`config.mk`:
```
export PLATFORM = sky130hd
export DESIGN_NAME = timer_control_sync
export DESIGN_NICKNAME = d
export VERILOG_FILES = /design/src/rtl/timer_control_sync.v /design/src/rtl/deadtime_divider.v
export VERILOG_INCLUDE_DIRS = /design/src /design/src/pkg
export SDC_FILE = /design/constraint.sdc
export NUM_CORES = 1
export LEC_CHECK = 0
export BUFFER_PORTS_ARGS = -buffer_cell sky130_fd_sc_hd__buf_2
export CORE_ASPECT_RATIO = 1.2
export CORE_MARGIN = 2
export CORE_UTILIZATION = 55
export CTS_BUF_LIST = sky130_fd_sc_hd__clkbuf_4 sky130_fd_sc_hd__clkbuf_8
export CTS_CLUSTER_SIZE = 12
export DETAILED_ROUTE_END_ITERATION = 16
export GPL_TIMING_DRIVEN = 0
export PLACE_DENSITY = 0.88
export SLEW_MARGIN = 25
export SYNTH_ARGS = -nofsm -noshare
export SYNTH_HDL_FRONTEND = slang
export SYNTH_SLANG_ARGS = --single-unit
```
`constraint.sdc`:
```
create_clock -name clk -period 3.84 [get_ports clk]
set_clock_uncertainty 0.1 [all_clocks]
set_input_delay 0.192 -clock clk [delete_from_list [all_inputs] [get_ports clk]]
set_output_delay 0.192 -clock clk [all_outputs]
set_load 0.01 [all_outputs]
```
`src/pkg/timer_control_map.vh`:
```
/*
 * register offsets, field positions and reset values of the two timer
 * control registers. assumes a 16-bit register port with byte strobes.
 */
`ifndef TIMER_CONTROL_MAP_VH
`define TIMER_CONTROL_MAP_VH

// ----------------------------------------------------------------------
// register offsets
// ----------------------------------------------------------------------
`define OFS_CONTROL_ONE 8'h00
`define OFS_CONTROL_TWO 8'h04

// ----------------------------------------------------------------------
// control one fields
// ----------------------------------------------------------------------
`define C1_RUN 0
`define C1_INHIBIT 1
`define C1_URS 2
`define C1_SHOT 3
`define C1_DIR 4
`define C1_ALIGN_LO 5
`define C1_ALIGN_HI 6
`define C1_RELOAD 7
`define C1_DIV_LO 8
`define C1_DIV_HI 9
`define C1_WMASK 16'h03ff
`define C1_DIR_MASK 16'h0010

// ----------------------------------------------------------------------
// control two fields
// ----------------------------------------------------------------------
`define C2_PRELOAD 0
`define C2_SWUPD 2
`define C2_DMATIME 3
`define C2_MMS_LO 4
`define C2_MMS_HI 6
`define C2_XOR 7
`define C2_IDLE_LO 8
`define C2_IDLE_HI 14
`define C2_WMASK 16'h00fd
`define C2_IDLE_MASK 16'h7f00

`define REG_RESET 16'h0000

// ----------------------------------------------------------------------
// codes
// ----------------------------------------------------------------------
`define ALIGN_EDGE 2'h0
`define ALIGN_DOWN 2'h1
`define ALIGN_UP 2'h2
`define ALIGN_BOTH 2'h3
`define DIV_ONE 2'h0
`define DIV_TWO 2'h1
`define DIV_FOUR 2'h2
`define DIV_CNT_ONE 2'h0
`define DIV_CNT_TWO 2'h1
`define DIV_CNT_FOUR 2'h3
`define MMS_RESET 3'h0
`define MMS_ENABLE 3'h1
`define MMS_UPDATE 3'h2
`define MMS_PULSE 3'h3
`define MMS_REF1 3'h4
`define SLV_ENC1 3'h1
`define SLV_ENC3 3'h3
`define SLV_RESET 3'h4
`define SLV_GATED 3'h5
`define SLV_TRIG 3'h6

`endif

```
`src/rtl/timer_control_sync.v`:
```
/*
 * control registers one and two of a 16-bit motor-control timer, with
 * update, one-shot, master output, dma timing and switchover logic.
 * assumes the counter datapath, channels and slave controller are outside
 * and feed their events in as single-cycle pulses on clk.
 */
// Summary of operation
// RULE1: writes need 16 or 32 bit width; reads of any width are served
// RULE2: dead-time clock is kernel clock divided by one, two or four
// RULE3: reload buffer select picks immediate or update-time reload load
// RULE4: edge mode follows direction; centre codes pick compare flag phase
// RULE5: software keeps alignment edge while the counter runs
// RULE6: direction bit is read-only in centre-aligned or encoder modes
// RULE7: single shot clears the run bit at the next update event
// RULE8: request source select limits update requests to over/underflow
// RULE9: update inhibit blocks update events but forced reinit still acts
// RULE10: counting needs the run bit except in gated mode; trigger mode may set it
// RULE11: debug halt freezes the counter when freeze select is set
// RULE12: outputs fall to idle levels when main output gate is low
// RULE13: idle level writes ignored while write protect level is nonzero
// RULE14: input one is channel one or xor of channels one to three
// RULE15: master output code 000 sends the forced update
// RULE16: code 001 sends counter run, gated trigger delayed one more cycle when msd
// RULE17: code 010 sends the update event
// RULE18: code 011 pulses on every channel one match flag set
// RULE19: codes 100 to 111 send channel reference waves one to four
// RULE20: channel dma on channel event or on update event
// RULE21: switchover on generate bit, also sync_in rise when selected
// RULE22: preloaded channel control bits apply at the switchover event
// RULE23: master slave delay aligns sync_in effect with downstream
// RULE24: reserved bits read zero; registers reset to zero
`timescale 1ns/10ps
`default_nettype none
`include "timer_control_map.vh"

module timer_control_sync (
    // clock and reset
    input wire clk,
    input wire reset,
    // register port
    input wire [7:0] reg_addr,
    input wire reg_wr,
    input wire reg_rd,
    input wire [3:0] reg_byte_en,
    input wire [15:0] reg_wdata,
    output reg [15:0] reg_rdata_q,
    output reg reg_err_q,
    // counter datapath events
    input wire counter_wrap,
    input wire force_update_bit,
    input wire slave_update,
    input wire slave_reinit,
    output reg update_event_q,
    output reg update_request_q,
    output reg counter_reinit_q,
    output reg count_step_q,
    output reg count_down_q,
    output reg reload_immediate_q,
    output reg [1:0] compare_flag_phase_q,
    // slave controller and debug
    input wire [2:0] slave_mode,
    input wire master_slave_delay,
    input wire sync_in,
    input wire core_halted,
    input wire halt_freeze_select,
    input wire prescaler_tick,
    input wire counter_dir_hw,
    output reg dts_tick_q,
    // channels and outputs
    input wire main_output_gate,
    input wire [1:0] write_protect_level,
    input wire [6:0] channel_drive,
    input wire [2:0] channel_pins,
    input wire channel1_match_set,
    input wire [3:0] channel_reference_wave,
    input wire [3:0] channel_event,
    output reg [6:0] channel_out_q,
    output reg timer_input1_q,
    output reg [3:0] channel_dma_q,
    // preloaded channel control
    input wire switchover_generate,
    input wire [15:0] channel_ctrl_written,
    output reg [15:0] channel_ctrl_active_q,
    output reg switchover_q,
    // master trigger
    output reg sync_out_q
);

parameter DEADTIME_CYCLES = 4;

reg [15:0] ctrl_one_q;
reg [15:0] ctrl_two_q;
reg sync_in_q;
reg sync_in_dly_q;
reg [7:0] dead_cnt_q;
wire dts_tick;
wire wr_ok;
wire hit_one;
wire hit_two;
wire run;
wire [1:0] align;
wire [2:0] master_output_select;
wire centre_or_enc;
wire gated_run;
wire trig_start;
wire sync_in_eff;
wire sync_rise;
wire upd_src;
wire upd_fire;
wire switchover;
wire [15:0] one_wmask;
wire [15:0] two_wmask;
wire [15:0] one_next;
wire [15:0] two_next;

// ----------------------------------------------------------------------
// decode
// ----------------------------------------------------------------------
assign hit_one = (reg_addr == `OFS_CONTROL_ONE);
assign hit_two = (reg_addr == `OFS_CONTROL_TWO);
// byte writes are not honoured; both low lanes must be enabled
assign wr_ok = reg_wr & (&reg_byte_en[1:0]); // see RULE1
assign run = ctrl_one_q[`C1_RUN];
assign align = ctrl_one_q[`C1_ALIGN_HI:`C1_ALIGN_LO];
assign master_output_select = ctrl_two_q[`C2_MMS_HI:`C2_MMS_LO];
assign centre_or_enc = (align != `ALIGN_EDGE) ||
    ((slave_mode >= `SLV_ENC1) && (slave_mode <= `SLV_ENC3)); // see RULE6

// sync_in edge, optionally held one extra cycle to align with slaves
assign sync_in_eff = master_slave_delay ? sync_in_dly_q : sync_in_q;
assign sync_rise = sync_in & ~sync_in_q;
assign gated_run = (slave_mode == `SLV_GATED) & sync_in_eff; // see RULE16
assign trig_start = (slave_mode == `SLV_TRIG) &
    (master_slave_delay ? (sync_in_q & ~sync_in_dly_q) : sync_rise);

// update sources, inhibited as a whole by update_inhibit
assign upd_src = counter_wrap | force_update_bit | slave_update;
assign upd_fire = upd_src & ~ctrl_one_q[`C1_INHIBIT]; // see RULE9

// switchover event for preloaded channel control
assign switchover = switchover_generate |
    (ctrl_two_q[`C2_SWUPD] & sync_rise); // see RULE21

// write masks: direction locked, idle levels locked by protect level
assign one_wmask = `C1_WMASK & ~(centre_or_enc ? `C1_DIR_MASK : 16'h0000);
assign two_wmask = `C2_WMASK |
    ((write_protect_level == 2'h0) ? `C2_IDLE_MASK : 16'h0000); // see RULE13
assign one_next = (ctrl_one_q & ~one_wmask) | (reg_wdata & one_wmask);
assign two_next = (ctrl_two_q & ~two_wmask) | (reg_wdata & two_wmask);

// ----------------------------------------------------------------------
// control registers
// ----------------------------------------------------------------------
// hardware clearing of the run bit wins over a software write
always @(posedge clk or posedge reset) begin
    if (reset) begin
        ctrl_one_q <= `REG_RESET; // see RULE24
        ctrl_two_q <= `REG_RESET;
    end else begin
        if (wr_ok && hit_one)
            ctrl_one_q <= one_next;
        else if (trig_start && !run)
            ctrl_one_q[`C1_RUN] <= 1'b1; // see RULE10
        if (centre_or_enc)
            ctrl_one_q[`C1_DIR] <= counter_dir_hw; // see RULE6
        if (upd_fire && ctrl_one_q[`C1_SHOT])
            ctrl_one_q[`C1_RUN] <= 1'b0; // see RULE7
        if (wr_ok && hit_two)
            ctrl_two_q <= two_next;
    end
end

// ----------------------------------------------------------------------
// read port
// ----------------------------------------------------------------------
always @(posedge clk or posedge reset) begin
    if (reset) begin
        reg_rdata_q <= 16'h0000;
        reg_err_q <= 1'b0;
    end else begin
        reg_err_q <= (reg_wr & ~wr_ok) |
            ((reg_wr | reg_rd) & ~hit_one & ~hit_two);
        if (reg_rd && hit_one)
            reg_rdata_q <= ctrl_one_q & `C1_WMASK; // see RULE24
        else if (reg_rd && hit_two)
            reg_rdata_q <= ctrl_two_q & (`C2_WMASK | `C2_IDLE_MASK);
        else if (reg_rd)
            reg_rdata_q <= 16'h0000;
    end
end

// ----------------------------------------------------------------------
// time base control
// ----------------------------------------------------------------------
always @(posedge clk or posedge reset) begin
    if (reset) begin
        update_event_q <= 1'b0;
        update_request_q <= 1'b0;
        counter_reinit_q <= 1'b0;
        count_step_q <= 1'b0;
        count_down_q <= 1'b0;
        reload_immediate_q <= 1'b1;
        compare_flag_phase_q <= 2'h0;
        sync_in_q <= 1'b0;
        sync_in_dly_q <= 1'b0;
    end else begin
        sync_in_q <= sync_in;
        sync_in_dly_q <= sync_in_q; // see RULE23
        update_event_q <= upd_fire;
        // narrowed request set when source select is high
        update_request_q <= ctrl_one_q[`C1_URS] ?
            (counter_wrap & ~ctrl_one_q[`C1_INHIBIT]) : upd_fire; // see RULE8
        counter_reinit_q <= force_update_bit | slave_reinit; // see RULE9
        // halted core freezes stepping only when freeze is selected
        count_step_q <= (run | gated_run) & prescaler_tick &
            ~(core_halted & halt_freeze_select); // see RULE10 RULE11
        count_down_q <= (align == `ALIGN_EDGE) ?
            ctrl_one_q[`C1_DIR] : counter_dir_hw; // see RULE4
        reload_immediate_q <= ~ctrl_one_q[`C1_RELOAD]; // see RULE3
        case (align)
            `ALIGN_DOWN: compare_flag_phase_q <= 2'h1; // see RULE4
            `ALIGN_UP: compare_flag_phase_q <= 2'h2;
            `ALIGN_BOTH: compare_flag_phase_q <= 2'h3;
            default: compare_flag_phase_q <= 2'h3;
        endcase
    end
end

// ----------------------------------------------------------------------
// channel side: idle levels, input select, dma timing, switchover
// ----------------------------------------------------------------------
always @(posedge clk or posedge reset) begin
    if (reset) begin
        dead_cnt_q <= 8'h00;
        channel_out_q <= 7'h00;
        timer_input1_q <= 1'b0;
        channel_dma_q <= 4'h0;
        channel_ctrl_active_q <= 16'h0000;
        switchover_q <= 1'b0;
    end else begin
        // gate off: wait dead-time in filter clock periods, then idle
        if (main_output_gate) begin
            dead_cnt_q <= 8'h00;
            channel_out_q <= channel_drive;
        end else if (dead_cnt_q < DEADTIME_CYCLES[7:0]) begin
            if (dts_tick)
                dead_cnt_q <= dead_cnt_q + 8'h01;
            // main output of channel four has no partner, goes at once
            channel_out_q[6] <= ctrl_two_q[`C2_IDLE_HI]; // see RULE12
        end else begin
            channel_out_q <= ctrl_two_q[`C2_IDLE_HI:`C2_IDLE_LO];
        end
        timer_input1_q <= ctrl_two_q[`C2_XOR] ?
            ^channel_pins : channel_pins[0]; // see RULE14
        channel_dma_q <= ctrl_two_q[`C2_DMATIME] ?
            {4{update_event_q}} : channel_event; // see RULE20
        switchover_q <= switchover;
        if (!ctrl_two_q[`C2_PRELOAD] || switchover)
            channel_ctrl_active_q <= channel_ctrl_written; // see RULE22
    end
end

// ----------------------------------------------------------------------
// master trigger output
// ----------------------------------------------------------------------
always @(posedge clk or posedge reset) begin
    if (reset) begin
        sync_out_q <= 1'b0;
    end else begin
        case (master_output_select)
            `MMS_RESET: sync_out_q <= force_update_bit; // see RULE15
            `MMS_ENABLE: sync_out_q <= run | gated_run; // see RULE16
            `MMS_UPDATE: sync_out_q <= upd_fire; // see RULE17
            `MMS_PULSE: sync_out_q <= channel1_match_set; // see RULE18
            default: sync_out_q <= channel_reference_wave[master_output_select[1:0]]; // see RULE19
        endcase
    end
end

// mirror of the tick for the filter blocks outside; see RULE2
always @(posedge clk or posedge reset) begin
    if (reset)
        dts_tick_q <= 1'b0;
    else
        dts_tick_q <= dts_tick;
end

// ----------------------------------------------------------------------
// dead-time clock divider
// ----------------------------------------------------------------------
deadtime_divider u_div (
    .clk(clk),
    .reset(reset),
    .filter_clock_divide(ctrl_one_q[`C1_DIV_HI:`C1_DIV_LO]),
    .dts_tick_q(dts_tick)
);

endmodule // timer_control_sync
`default_nettype wire

```
`src/rtl/deadtime_divider.v`:
```
/*
 * divider making the filter_deadtime_clock enable from the kernel clock.
 * assumes the division code is held stable by software between changes.
 */
`timescale 1ns/10ps
`default_nettype none
`include "timer_control_map.vh"

module deadtime_divider (
    // clock and reset
    input wire clk,
    input wire reset,
    // division code and tick out
    input wire [1:0] filter_clock_divide,
    output reg dts_tick_q
);

reg [1:0] cnt_q;
reg [1:0] limit;

// ----------------------------------------------------------------------
// code to terminal count; reserved code treated as divide by four
// ----------------------------------------------------------------------
always @* begin
    case (filter_clock_divide)
        `DIV_ONE: limit = `DIV_CNT_ONE;
        `DIV_TWO: limit = `DIV_CNT_TWO;
        `DIV_FOUR: limit = `DIV_CNT_FOUR;
        default: limit = `DIV_CNT_FOUR;
    endcase
end

// free running counter, one tick per period
always @(posedge clk or posedge reset) begin
    if (reset) begin
        cnt_q <= 2'h0;
        dts_tick_q <= 1'b0;
    end else begin
        dts_tick_q <= (cnt_q >= limit); // see RULE2
        if (cnt_q >= limit)
            cnt_q <= 2'h0;
        else
            cnt_q <= cnt_q + 2'h1;
    end
end

endmodule // deadtime_divider
`default_nettype wire

```
## Word level (Yosys, flattened, before mapping)

Index checks and enable logic that the tools add are counted.
Widths: inputs -> output; s select.

| cells by class | value |
|---|---|
| shift-type cells | 0 |
| multiplexer cells | 27 |
| multipliers | 0 |
| magnitude comparators | 5 |
| $add $sub $neg | 2 |
| divide/modulo/power cells | 0 |
| eq/ne operators | 10 |
| bitwise logic cells | 38 |
| reductions and logical operators | 25 |

Operators with widths:

| cell | number |
|---|---|
| $mux 16 | 3 |
| $and 16x16->16 | 2 |
| $or 16x16->16 | 2 |
| $mux 8 | 3 |
| $and 16x10->16 | 1 |
| $and 16x15->16 | 1 |
| $not 10->16 | 1 |
| $not 15->16 | 1 |
| $mux 15 | 1 |
| $and 1x1->1 | 14 |
| $mux 1 | 10 |
| $not 5->10 | 1 |
| $add 8x1->8 const B | 1 |
| $eq 8x3->1 const B | 1 |
| $logic_not 8->1 | 1 |
| $lt 8x3->1 const B | 1 |
| $mux 4 | 2 |
| $not 1->1 | 8 |
| $pmux 2 s2 | 2 |
| $reduce_bool 2->1 | 4 |
| $logic_and 1x1->1 | 7 |
| $mux 7 | 1 |
| $or 1x1->1 | 7 |
| $eq 3x2->1 const B | 2 |
| other kinds (22) | 30 |

| storage, ports and cells | value |
|---|---|
| memory bits (read-only) | 0 |
| flip-flop bits (word level) | 101 |
| input port bits | 84 |
| logic and storage cells | 133 |
| memories | 0 |
| bits in writable memories | 0 |
| output and inout bits | 56 |
| latch bits | 0 |

## Depth between registers and ports, before layout

Gate-level depths: netlist of run 1.

| logic depth | value |
|---|---|
| depth in word-level cells | 10 |
| gate-level depth with buffers | 6 |
| depth with buffers taken out | 5 |

## Cells and area by module

Synthesis of run 1 repeated with hierarchy kept, for this count alone.

| second synthesis, totals | value |
|---|---|
| cells, all modules | 282 |
| area, all modules | 3798.6 um^2 |

Modules (own cells, without submodules):

| module | area each (um^2) | instances | cells each |
|---|---|---|---|
| timer_control_sync | 3631.0 | 1 | 268 |
| deadtime_divider | 167.7 | 1 | 14 |

## Least setup slack after synthesis of run 1

OpenSTA, ideal clock, no wires.

| timing | value |
|---|---|
| path type | input -> register |
| start point | input reg_addr[5] |
| end point | register (tool-made name) |
| arrival time | 1.538 ns |
| cell stages on the path | 5 |
| data required time | 3.615 ns |
| path slack | 2.076 ns |
| path through | nor4_4 nand4_4 or3_1 buf_6 mux2_4 |

RTL lines:

| element | line | text |
|---|---|---|
| from (decl) | timer_control_sync.v:41 | `input wire [7:0] reg_addr,` |

==> results.cfg, run 1 <==
[routing]
drt_iter0_drc = 99
drc_errors = 0
avgViaCountPerCell = 5.22
wl_per_cell_um = 16.3
wl_met3_um = 412
dr.pass1.iters = 4
vias = 2965
dr_wl_met2_um = 5130
wl_um = 9250
met1Wirelength_um = 3360
dr.max_layer_used = met4
ant_nets = 0

[worst_setup_path]
crit_fanout = 8
crit_family = simple AND/OR/NAND/NOR gates
critPathArrivalTime_ps = 2140
critPathRequiredTime_ps = 3960
slowest_delay_ps = 530
crit_start = reg_byte_en[1]
worstPathCellList = dlygate4sd3_1, buf_2, and3_1, nand4_4, or3_1, buf_6, mux2_4
r2r-end = channel_ctrl_active_q[4]$_DFFE_PP0P_
reg2reg_slack_ps = 1920
worst_path_max_delay_cell = dlygate4sd3_1
end_kind = register
worstSetupPathDepth = 7
cp_num_buf_inv = 3
critPathLaunchType = primary input
reg2reg_from = sync_in_q$_DFF_PP0_
worst-setup-path-type = primary input to register
worst-r2r-cell-count = 5

[synth]
async_flop_share_pct = 100
syn-instance-count = 281
ys_warn_count = 0
yosys-top-cells-area = dfrtp_1 (60%), mux2_2 (10%), mux2i_1 (4.5%), mux2_4 (2.8%), o2bb2ai_1 (2.3%)
syn_area_per_cell_um2 = 13.4
synth_cell_type_count = 41
synth_area_um2 = 3780
synth.net_count = 368
synth_top_area_share_pct = 60.3
synth_edf_count = 0
synth_seq_cells = 92
yosysSeqAreaShare_pct = 61.0
synth-main-ff-cell = dfrtp_1
synth_top_area_cell = dfrtp_1

[worst_hold_path]
min_path_type = primary input to register
hold_depth = 2

[clock_tree]
numCtsBuffers = 9
root_buffer = clkbuf_8
clk_pin_slew_ps = 80
clock_latency_ps = 340
cts_tree = built
htree_num_levels = 3
clk_path_buf_depth = 2
cts_setup_buffers = 0
cts.sinks = 92

[layout]
multi_input_area_um2 = 1370
drive_above_1_share_pct = 42.6
fillers = 382
regArea_um2 = 2300
fin_nets = 564
area_growth_pct = 40.6
final_core_utilization_pct = 78.9
antenna_cells = 0

[place]
dp_slack_ps = 1710
gp_congestion = 0.777
dp_hpwl_um = 6070
portBuffers = 134

[timing]
tns_ps = 0
finalSetupViolations = 0
min_period_over_period_pct = 52.4
rsz0062_at_grt = no
worst_pin_slew_ps = 668
worst_slack_ps = 1830
final_max_slew_viol_count = 0
whs_ps = 18.1
layout_min_cycle_time_ps = 2010
finalHoldViolCount = 0
fmax_ghz = 0.497
slew-limit-headroom_pct = 55.5

[power]
power_density_nw_per_um2 = 372
leakage_nw = 2.66
ir_drop_uv = 251

[floorplan]
coreArea_um2 = 6730
pin_count = 140
num_rows = 33
die-area_um2 = 7550
initial_utilization_pct = 56.1
fp.dieH_um = 94.8
die_x_um = 79.6

[global_route]
grt_max_degree = 79
grt_pass1_vias = 3152
grt_antenna_before_repair = 0
grt_pass1_wl_um = 14400
grt_usage_pct = 25.4
overflow = 0

[status]
status = completed

[run]
drv_cap = 0
registers in the layout, summed over array words and instances, names as in the netlist, 2 cells and up, named ones only:
register               count
reg_rdata_q               15
channel_out_q              7
dead_cnt_q                 8
channel_ctrl_active_q     16
compare_flag_phase_q       2
ctrl_two_q                 7
ctrl_one_q                10
channel_dma_q              4
u_div.cnt_q                2
per-stage QoR:
step | std cells | power [mW] | area (um2)
2_1_floorplan | 281 | 1.15 | 3780
3_3_place_gp | 502 | 1.23 | 4560
3_5_place_dp | 503 | 1.25 | 4590
4_1_cts | 568 | 1.98 | 5310
5_1_grt | 568 | 2.06 | 5310
6_report | 568 | 1.97 | 5310
worst min path at each step:
| stage | slack [ps] | endpoint | startpoint |
|---|---|---|---|
| after floorplan | 120 | sync_in_q$_DFF_PP0_ | sync_in |
| after global placement | 230 | sync_in_q$_DFF_PP0_ | sync_in |
| after detailed placement | 20 | channel_ctrl_active_q[8]$_DFFE_PP0P_ | reset |
| after CTS | 0.1 | ctrl_two_q[4]$_DFFE_PP0P_ | reg_wdata[4] |
| after global routing | 10 | ctrl_two_q[4]$_DFFE_PP0P_ | reg_wdata[4] |
| final | 20 | ctrl_two_q[4]$_DFFE_PP0P_ | reg_wdata[4] |
layout by cell type (no fill, tap or decap), drive strengths merged, types with 10 or more instances in the layout:
cell / instances
nor2: 14
mux2: 42
dlygate4sd3: 50
nand2: 17
dfrtp: 91
clkbuf: 17
o21ai: 11
buf: 139
o2bb2ai: 10
mux2i: 17
inv: 15
area by class of cell:
type	count	area share (%)
plain buffers	10	0.943
flip-flops and latches	92	43.4
inverters	15	1.16
well taps	87	2.05
repair buffers	185	22.6
clock buffers	11	2.73
clock inverters	4	1.39
multi-input cells	164	25.7
power by group:
part	total, mW	switching [mW]	leakage (nW)	internal, mW
sequential	1.03	0.0210	1.16	1.01
combinational	0.244	0.115	1.39	0.129
clock	0.703	0.314	0.113	0.389
total	1.97	0.451	2.66	1.52
cell families after synthesis:
logic type / synth area share (%)
simple gates: 8.45
xor+xnor: 0.928
mux: 18.3
flops: 61.0
buf+inv: 2.82
fa+ha+maj: 0.994
other cells: 0.0993
compound gates: 7.39
per-layer routing:
| layer | up-vias | global-route usage, % |
|---|---|---|
| met5 | - | 0 |
| met4 | 0 | 12.2 |
| met3 | 28 | 4.68 |
| met2 | 111 | 47.7 |
| met1 | 1441 | 27.0 |
| li1 | 1385 | - |
worst reg2reg max path, stage by stage, from the launching register on:
cell	delay, ps
dfrtp_1	420
inv_1	70
a31oi_1	100
nand2_1	260
clkbuf_1	440
mux2_2	410
cell usage after synthesis, types with 3 or more instances:
cell type,count
dfrtp_1,91
mux2_2,35
mux2i_1,17
nand2_1,17
inv_1,15
nor2_1,14
o21ai_0,11
o2bb2ai_1,10
mux2_4,7
a32o_1,6
clkbuf_1,6
nor2b_1,6
a31oi_1,5
and3_1,3
ha_1,3
nand2b_1,3
timing repair:
item / CTS / global route
resized for setup: 0 / 0
hold endpoints to repair: 146 / 0
setup endpoints to repair: 0 / 0
hold buffers: 50 / 0
(Power assumes the default switching activity.)
==> run 2, diff against run 1 <==
--- a/config.mk
+++ b/config.mk
@@ -9,12 +9,12 @@
 export BUFFER_PORTS_ARGS = -buffer_cell sky130_fd_sc_hd__buf_2
 export CORE_ASPECT_RATIO = 1.2
 export CORE_MARGIN = 2
-export CORE_UTILIZATION = 55
+export CORE_UTILIZATION = 51
 export CTS_BUF_LIST = sky130_fd_sc_hd__clkbuf_4 sky130_fd_sc_hd__clkbuf_8
 export CTS_CLUSTER_SIZE = 12
 export DETAILED_ROUTE_END_ITERATION = 16
 export GPL_TIMING_DRIVEN = 0
-export PLACE_DENSITY = 0.88
+export PLACE_DENSITY = 0.82
 export SLEW_MARGIN = 25
 export SYNTH_ARGS = -nofsm -noshare
 export SYNTH_HDL_FRONTEND = slang
==> constraint.sdc (replaced) <==
create_clock -name clk -period 2 [get_ports clk]
set_clock_uncertainty 0.1 [all_clocks]
set_input_delay 0.1 -clock clk [delete_from_list [all_inputs] [get_ports clk]]
set_output_delay 0.1 -clock clk [all_outputs]
set_load 0.01 [all_outputs]
==> run 2 against run 1 <==
Net effect: global-route usage decreased by 0.17 points; via count increased by 3.0%; setup slack got worse by 1800 ps; utilization decreased by 3.6 points; largest cell class unchanged; power increased by 95%; first-iteration DRC count decreased by 13%; sequential power increased by 91%; sequential share of layout area decreased by 1.1 points; routed wire length increased by 3.8%; clock power increased by 96%; combinational power increased by 100%.
==> results.cfg, run 2 (synthesized netlist as in run 1, its figures left out) <==
[worst_hold_path]
worstHoldStart = force_update_bit
min_path_type = primary input to register

[place]
dp_hpwl_um = 6460
gp_congestion = 0.744
placed_cell_area_um2 = 4630
dp_slack_ps = -27.9
dp.cells = 508
portBuffers = 134

[timing]
worst_pin_slew_ps = 682
slew-limit-headroom_pct = 54.5
layout_min_cycle_time_ps = 1940
finalSetupViolations = 0
worst_slack_ps = 58.5
rsz0062_at_grt = no
finalHoldViolCount = 0
final_max_slew_viol_count = 0
min_period_over_period_pct = 97.1
fmax_ghz = 0.515

[floorplan]
coreArea_um2 = 7230
pin_count = 140
fp.dieH_um = 98.3
initial_utilization_pct = 52.2
num_rows = 34
die-area_um2 = 8110
die_x_um = 82.6

[worst_setup_path]
critPathLaunchType = primary input
worst-setup-path-type = primary input to register
worstPathCellList = dlygate4sd3_1, buf_2, and3_1, nand4_4, or3_1, buf_6, mux2_4
crit_start = reg_byte_en[1]
reg2reg_from = sync_in_q$_DFF_PP0_
slowest_delay_ps = 530
critPathArrivalTime_ps = 2070
critPathRequiredTime_ps = 2130
end_kind = register
crit_fanout = 8
worst_path_max_delay_cell = dlygate4sd3_1

[power]
total_power_mw = 3.84
leakage_nw = 2.71
ir_drop_uv = 362
power_density_nw_per_um2 = 706

[clock_tree]
clk_pin_slew_ps = 90
cts_tree = built
htree_num_levels = 3
clock_latency_ps = 350
root_buffer = clkbuf_8
numCtsBuffers = 9
clk_path_buf_depth = 2
cts_setup_buffers = 0
cts.sinks = 92

[routing]
drt_iter0_drc = 86
vias = 3054
wl_per_cell_um = 16.5
dr.pass1.iters = 4
wl_um = 9600
avgViaCountPerCell = 5.24
drc_errors = 0
ant_nets = 0

[run]
drv_cap = 0

[global_route]
overflow = 0
grt_max_degree = 33
grt_antenna_before_repair = 0
grt_usage_pct = 25.2
grt_pass1_vias = 3388
grt_pass1_wl_um = 15300

[layout]
fin_cells = 583
layout_common_cells = buf_2 (135), dfrtp_1 (91), dlygate4sd3_1 (59)
reg_top3 = channel_ctrl_active_q (16), reg_rdata_q (15), ctrl_one_q (10)
largest_reg_flops = 16
fin_nets = 575
area_growth_pct = 44.2
antenna_cells = 0
final_common_cell = buf_2
drive_above_1_share_pct = 42.4
regMostFlops = channel_ctrl_active_q
final_area_um2 = 5440

[status]
status = completed
## run 2: changes by cell type in the layout (fill, tap and decap cells not counted), sizes merged
cell	before	now
dlygate4sd3	50	59
clkinvlp	0	3
buf	139	141
clkinv	2	0
clkbuf	17	18
inv	15	14
## run 2: area by class of cell
type	instances	area, um2
sequential	92	2300
fill	485	1790
inverter	15	60.1
multi-input combinational	164	1370
clock buffer	12	146
tap	90	113
clock inverter	4	75.1
timing repair buffer	196	1330
buffer	10	51.3
## run 2: where the power goes
group / internal [mW] / total [mW] / switching [mW] / leakage (nW)
Clock: 0.747 / 1.38 / 0.629 / 0.107
Sequential: 1.93 / 1.97 / 0.0411 / 1.16
Combinational: 0.267 / 0.493 / 0.226 / 1.44
## run 2: what timing repair did
item                       CTS  global route
hold buffers                59             0
setup endpoints to repair    0            10
hold endpoints to repair   119             0
resized for setup            0             2
## run 2: final timing paths
kind / to / slack, ps / cells past startpoint
max in group asynchronous: compare_flag_phase_q[0]$_DFF_PP0_ / 990 / 5
hold reg to reg: reload_immediate_q$_DFF_PP1_ / 310 / 1
setup / recovery: register / 60 / 7
min in group asynchronous: channel_out_q[5]$_DFFE_PP0P_ / 160 / 3
hold / removal: update_event_q$_DFF_PP0_ / 8 / 3
setup reg to reg: ctrl_one_q[0]$_DFFE_PP0P_ / 150 / 5
## run 2: layer usage
layer	global-route usage, %	vias to the layer above	wire length, um
met3	3.79	30	389
met1	27.4	1515	3570
met4	13.1	0	335
met2	45.7	104	5310
met5	0	-	0
li1	-	1405	-
## run 2: worst max-delay path, delay by kind of cell
family | cells | cell delay, ps
mux | 1 | 300
simple gates | 3 | 860
buf+inv | 3 | 810
## run 2: per-stage QoR
| step | TNS, ps | hold WS, ps | utilization (%) |
|---|---|---|---|
| 2_1_floorplan | 0 | 31.4 | - |
| 3_3_place_gp | 0 | 139 | 63.1 |
| 3_5_place_dp | -157 | -11.6 | 64.0 |
| 4_1_cts | 0 | 10.4 | 75.3 |
| 5_1_grt | 0 | 37.5 | 75.3 |
| 6_report | 0 | 8.16 | 75.3 |
==> run 3, diff against run 2 <==
--- a/config.mk
+++ b/config.mk
@@ -15,6 +15,7 @@
 export DETAILED_ROUTE_END_ITERATION = 16
 export GPL_TIMING_DRIVEN = 0
 export PLACE_DENSITY = 0.82
+export REMOVE_ABC_BUFFERS = 1
 export SLEW_MARGIN = 25
 export SYNTH_ARGS = -nofsm -noshare
 export SYNTH_HDL_FRONTEND = slang
==> run 3 against run 2 <==
Net effect: cell count down 1.4%; count of clock-buffer cells in the layout unchanged; critical path depth is 2 lower; global-route usage increased by 0.81 points; largest power group unchanged.
==> results.cfg, run 3 (synthesized netlist as in run 1, its figures left out) <==
[clock_tree]
clock_latency_ps = 350
clk_pin_slew_ps = 90
numCtsBuffers = 9
root_buffer = clkbuf_8
cts.sinks = 92
cts_resized = 0
clk_path_buf_depth = 2
htree_num_levels = 3
cts_tree = built

[layout]
fin_cells = 575
regMostFlops = channel_ctrl_active_q
layout_common_cells = buf_2 (135), dfrtp_1 (91), dlygate4sd3_1 (59)
final_area_um2 = 5400
fin_nets = 567
final_core_utilization_pct = 74.7
drive_above_1_share_pct = 42.7
largest_reg_flops = 16
antenna_cells = 0
reg_top3 = channel_ctrl_active_q (16), reg_rdata_q (15), ctrl_one_q (10)
fillers = 470
area_growth_pct = 43.1
final_common_cell = buf_2

[global_route]
grt_antenna_before_repair = 0
overflow = 0
grt_usage_pct = 26.0
grt_pass1_vias = 3269
grt_pass1_wl_um = 15600
grt_max_degree = 56

[worst_setup_path]
critPathRequiredTime_ps = 2140
end_kind = register
worst-setup-path-type = primary input to register
critPathLaunchType = primary input
crit_fanout = 8
critPathArrivalTime_ps = 2010

[routing]
dr.pass1.iters = 4
avgViaCountPerCell = 5.35
wl_um = 9990
drt_iter0_drc = 162
vias = 3078
ant_nets = 0
wl_per_cell_um = 17.4
drc_errors = 0

[timing]
tns_ps = 0
slew-limit-headroom_pct = 56.8
fmax_ghz = 0.533
worst_pin_slew_ps = 646
worst_slack_ps = 125
finalSetupViolations = 0
final_max_slew_viol_count = 0
rsz0062_at_grt = no
min_period_over_period_pct = 93.7
finalHoldViolCount = 0
layout_min_cycle_time_ps = 1870
whs_ps = 29.3

[place]
portBuffers = 135
dp_hpwl_um = 6260
dp.cells = 497
placed_cell_area_um2 = 4550
dp_slack_ps = -260
gp_congestion = 0.812

[power]
power_density_nw_per_um2 = 735
leakage_nw = 2.70
total_power_mw = 3.97
ir_drop_uv = 548

[floorplan]
die-area_um2 = 8110
fp.dieH_um = 98.3
initial_utilization_pct = 52.2
coreArea_um2 = 7230
num_rows = 34
die_x_um = 82.6
pin_count = 140

[worst_hold_path]
min_path_type = primary input to register

[status]
status = completed

[run]
drv_cap = 0
==> run 3: power breakdown <==
group          leakage [nW]  internal, mW  switching, mW
Clock                 0.121         0.874          0.637
Sequential             1.16          1.93         0.0399
Combinational          1.42         0.257          0.230
==> run 3: path summary, 6_finish.rpt <==
kind	slack, ps	startpoint	cells after the start	endpoint
worst min-delay path	30	slave_update	3	update_event_q$_DFF_PP0_
worst max-delay path	130	reg_addr[5]	5	register
max in group asynchronous	1040	reset	4	ctrl_one_q[1]$_DFFE_PP0P_
worst min register to register	320	u_div.dts_tick_q$_DFF_PP0_	0	dts_tick_q$_DFF_PP0_
worst max register to register	130	sync_in_q$_DFF_PP0_	4	channel_ctrl_active_q[10]$_DFFE_PP0P_
min in group asynchronous	190	reset	3	channel_ctrl_active_q[12]$_DFFE_PP0P_
==> run 3: routing by layer <==
layer / track usage [%] / up-vias / routed length, um
met5: 0 / - / 0
met3: 5.64 / 21 / 648
met2: 45.5 / 138 / 5520
met4: 10.8 / 0 / 214
li1: - / 1383 / -
met1: 30.2 / 1536 / 3610
==> run 3: final cells by class <==
class,count,area [um2],area share [%]
sequential,92,2300,42.6
multi-input combinational,164,1370,25.3
timing repair buffer,198,1320,24.4
clock buffer,12,146,2.71
tap,90,113,2.08
clock inverter,4,97.6,1.81
inverter,15,61.3,1.13
==> run 3: worst max-delay path: stages <==
cell,delay [ps]
buf_2,120
nor4_4,460
nand4_4,310
or3_1,630
mux2_4,380
==> run 3: repair_timing <==
item                                    CTS  global route
buffers inserted                          0             3
endpoints found under the setup margin    0             1
hold buffers                             59             0
endpoints found under the hold margin    96             0
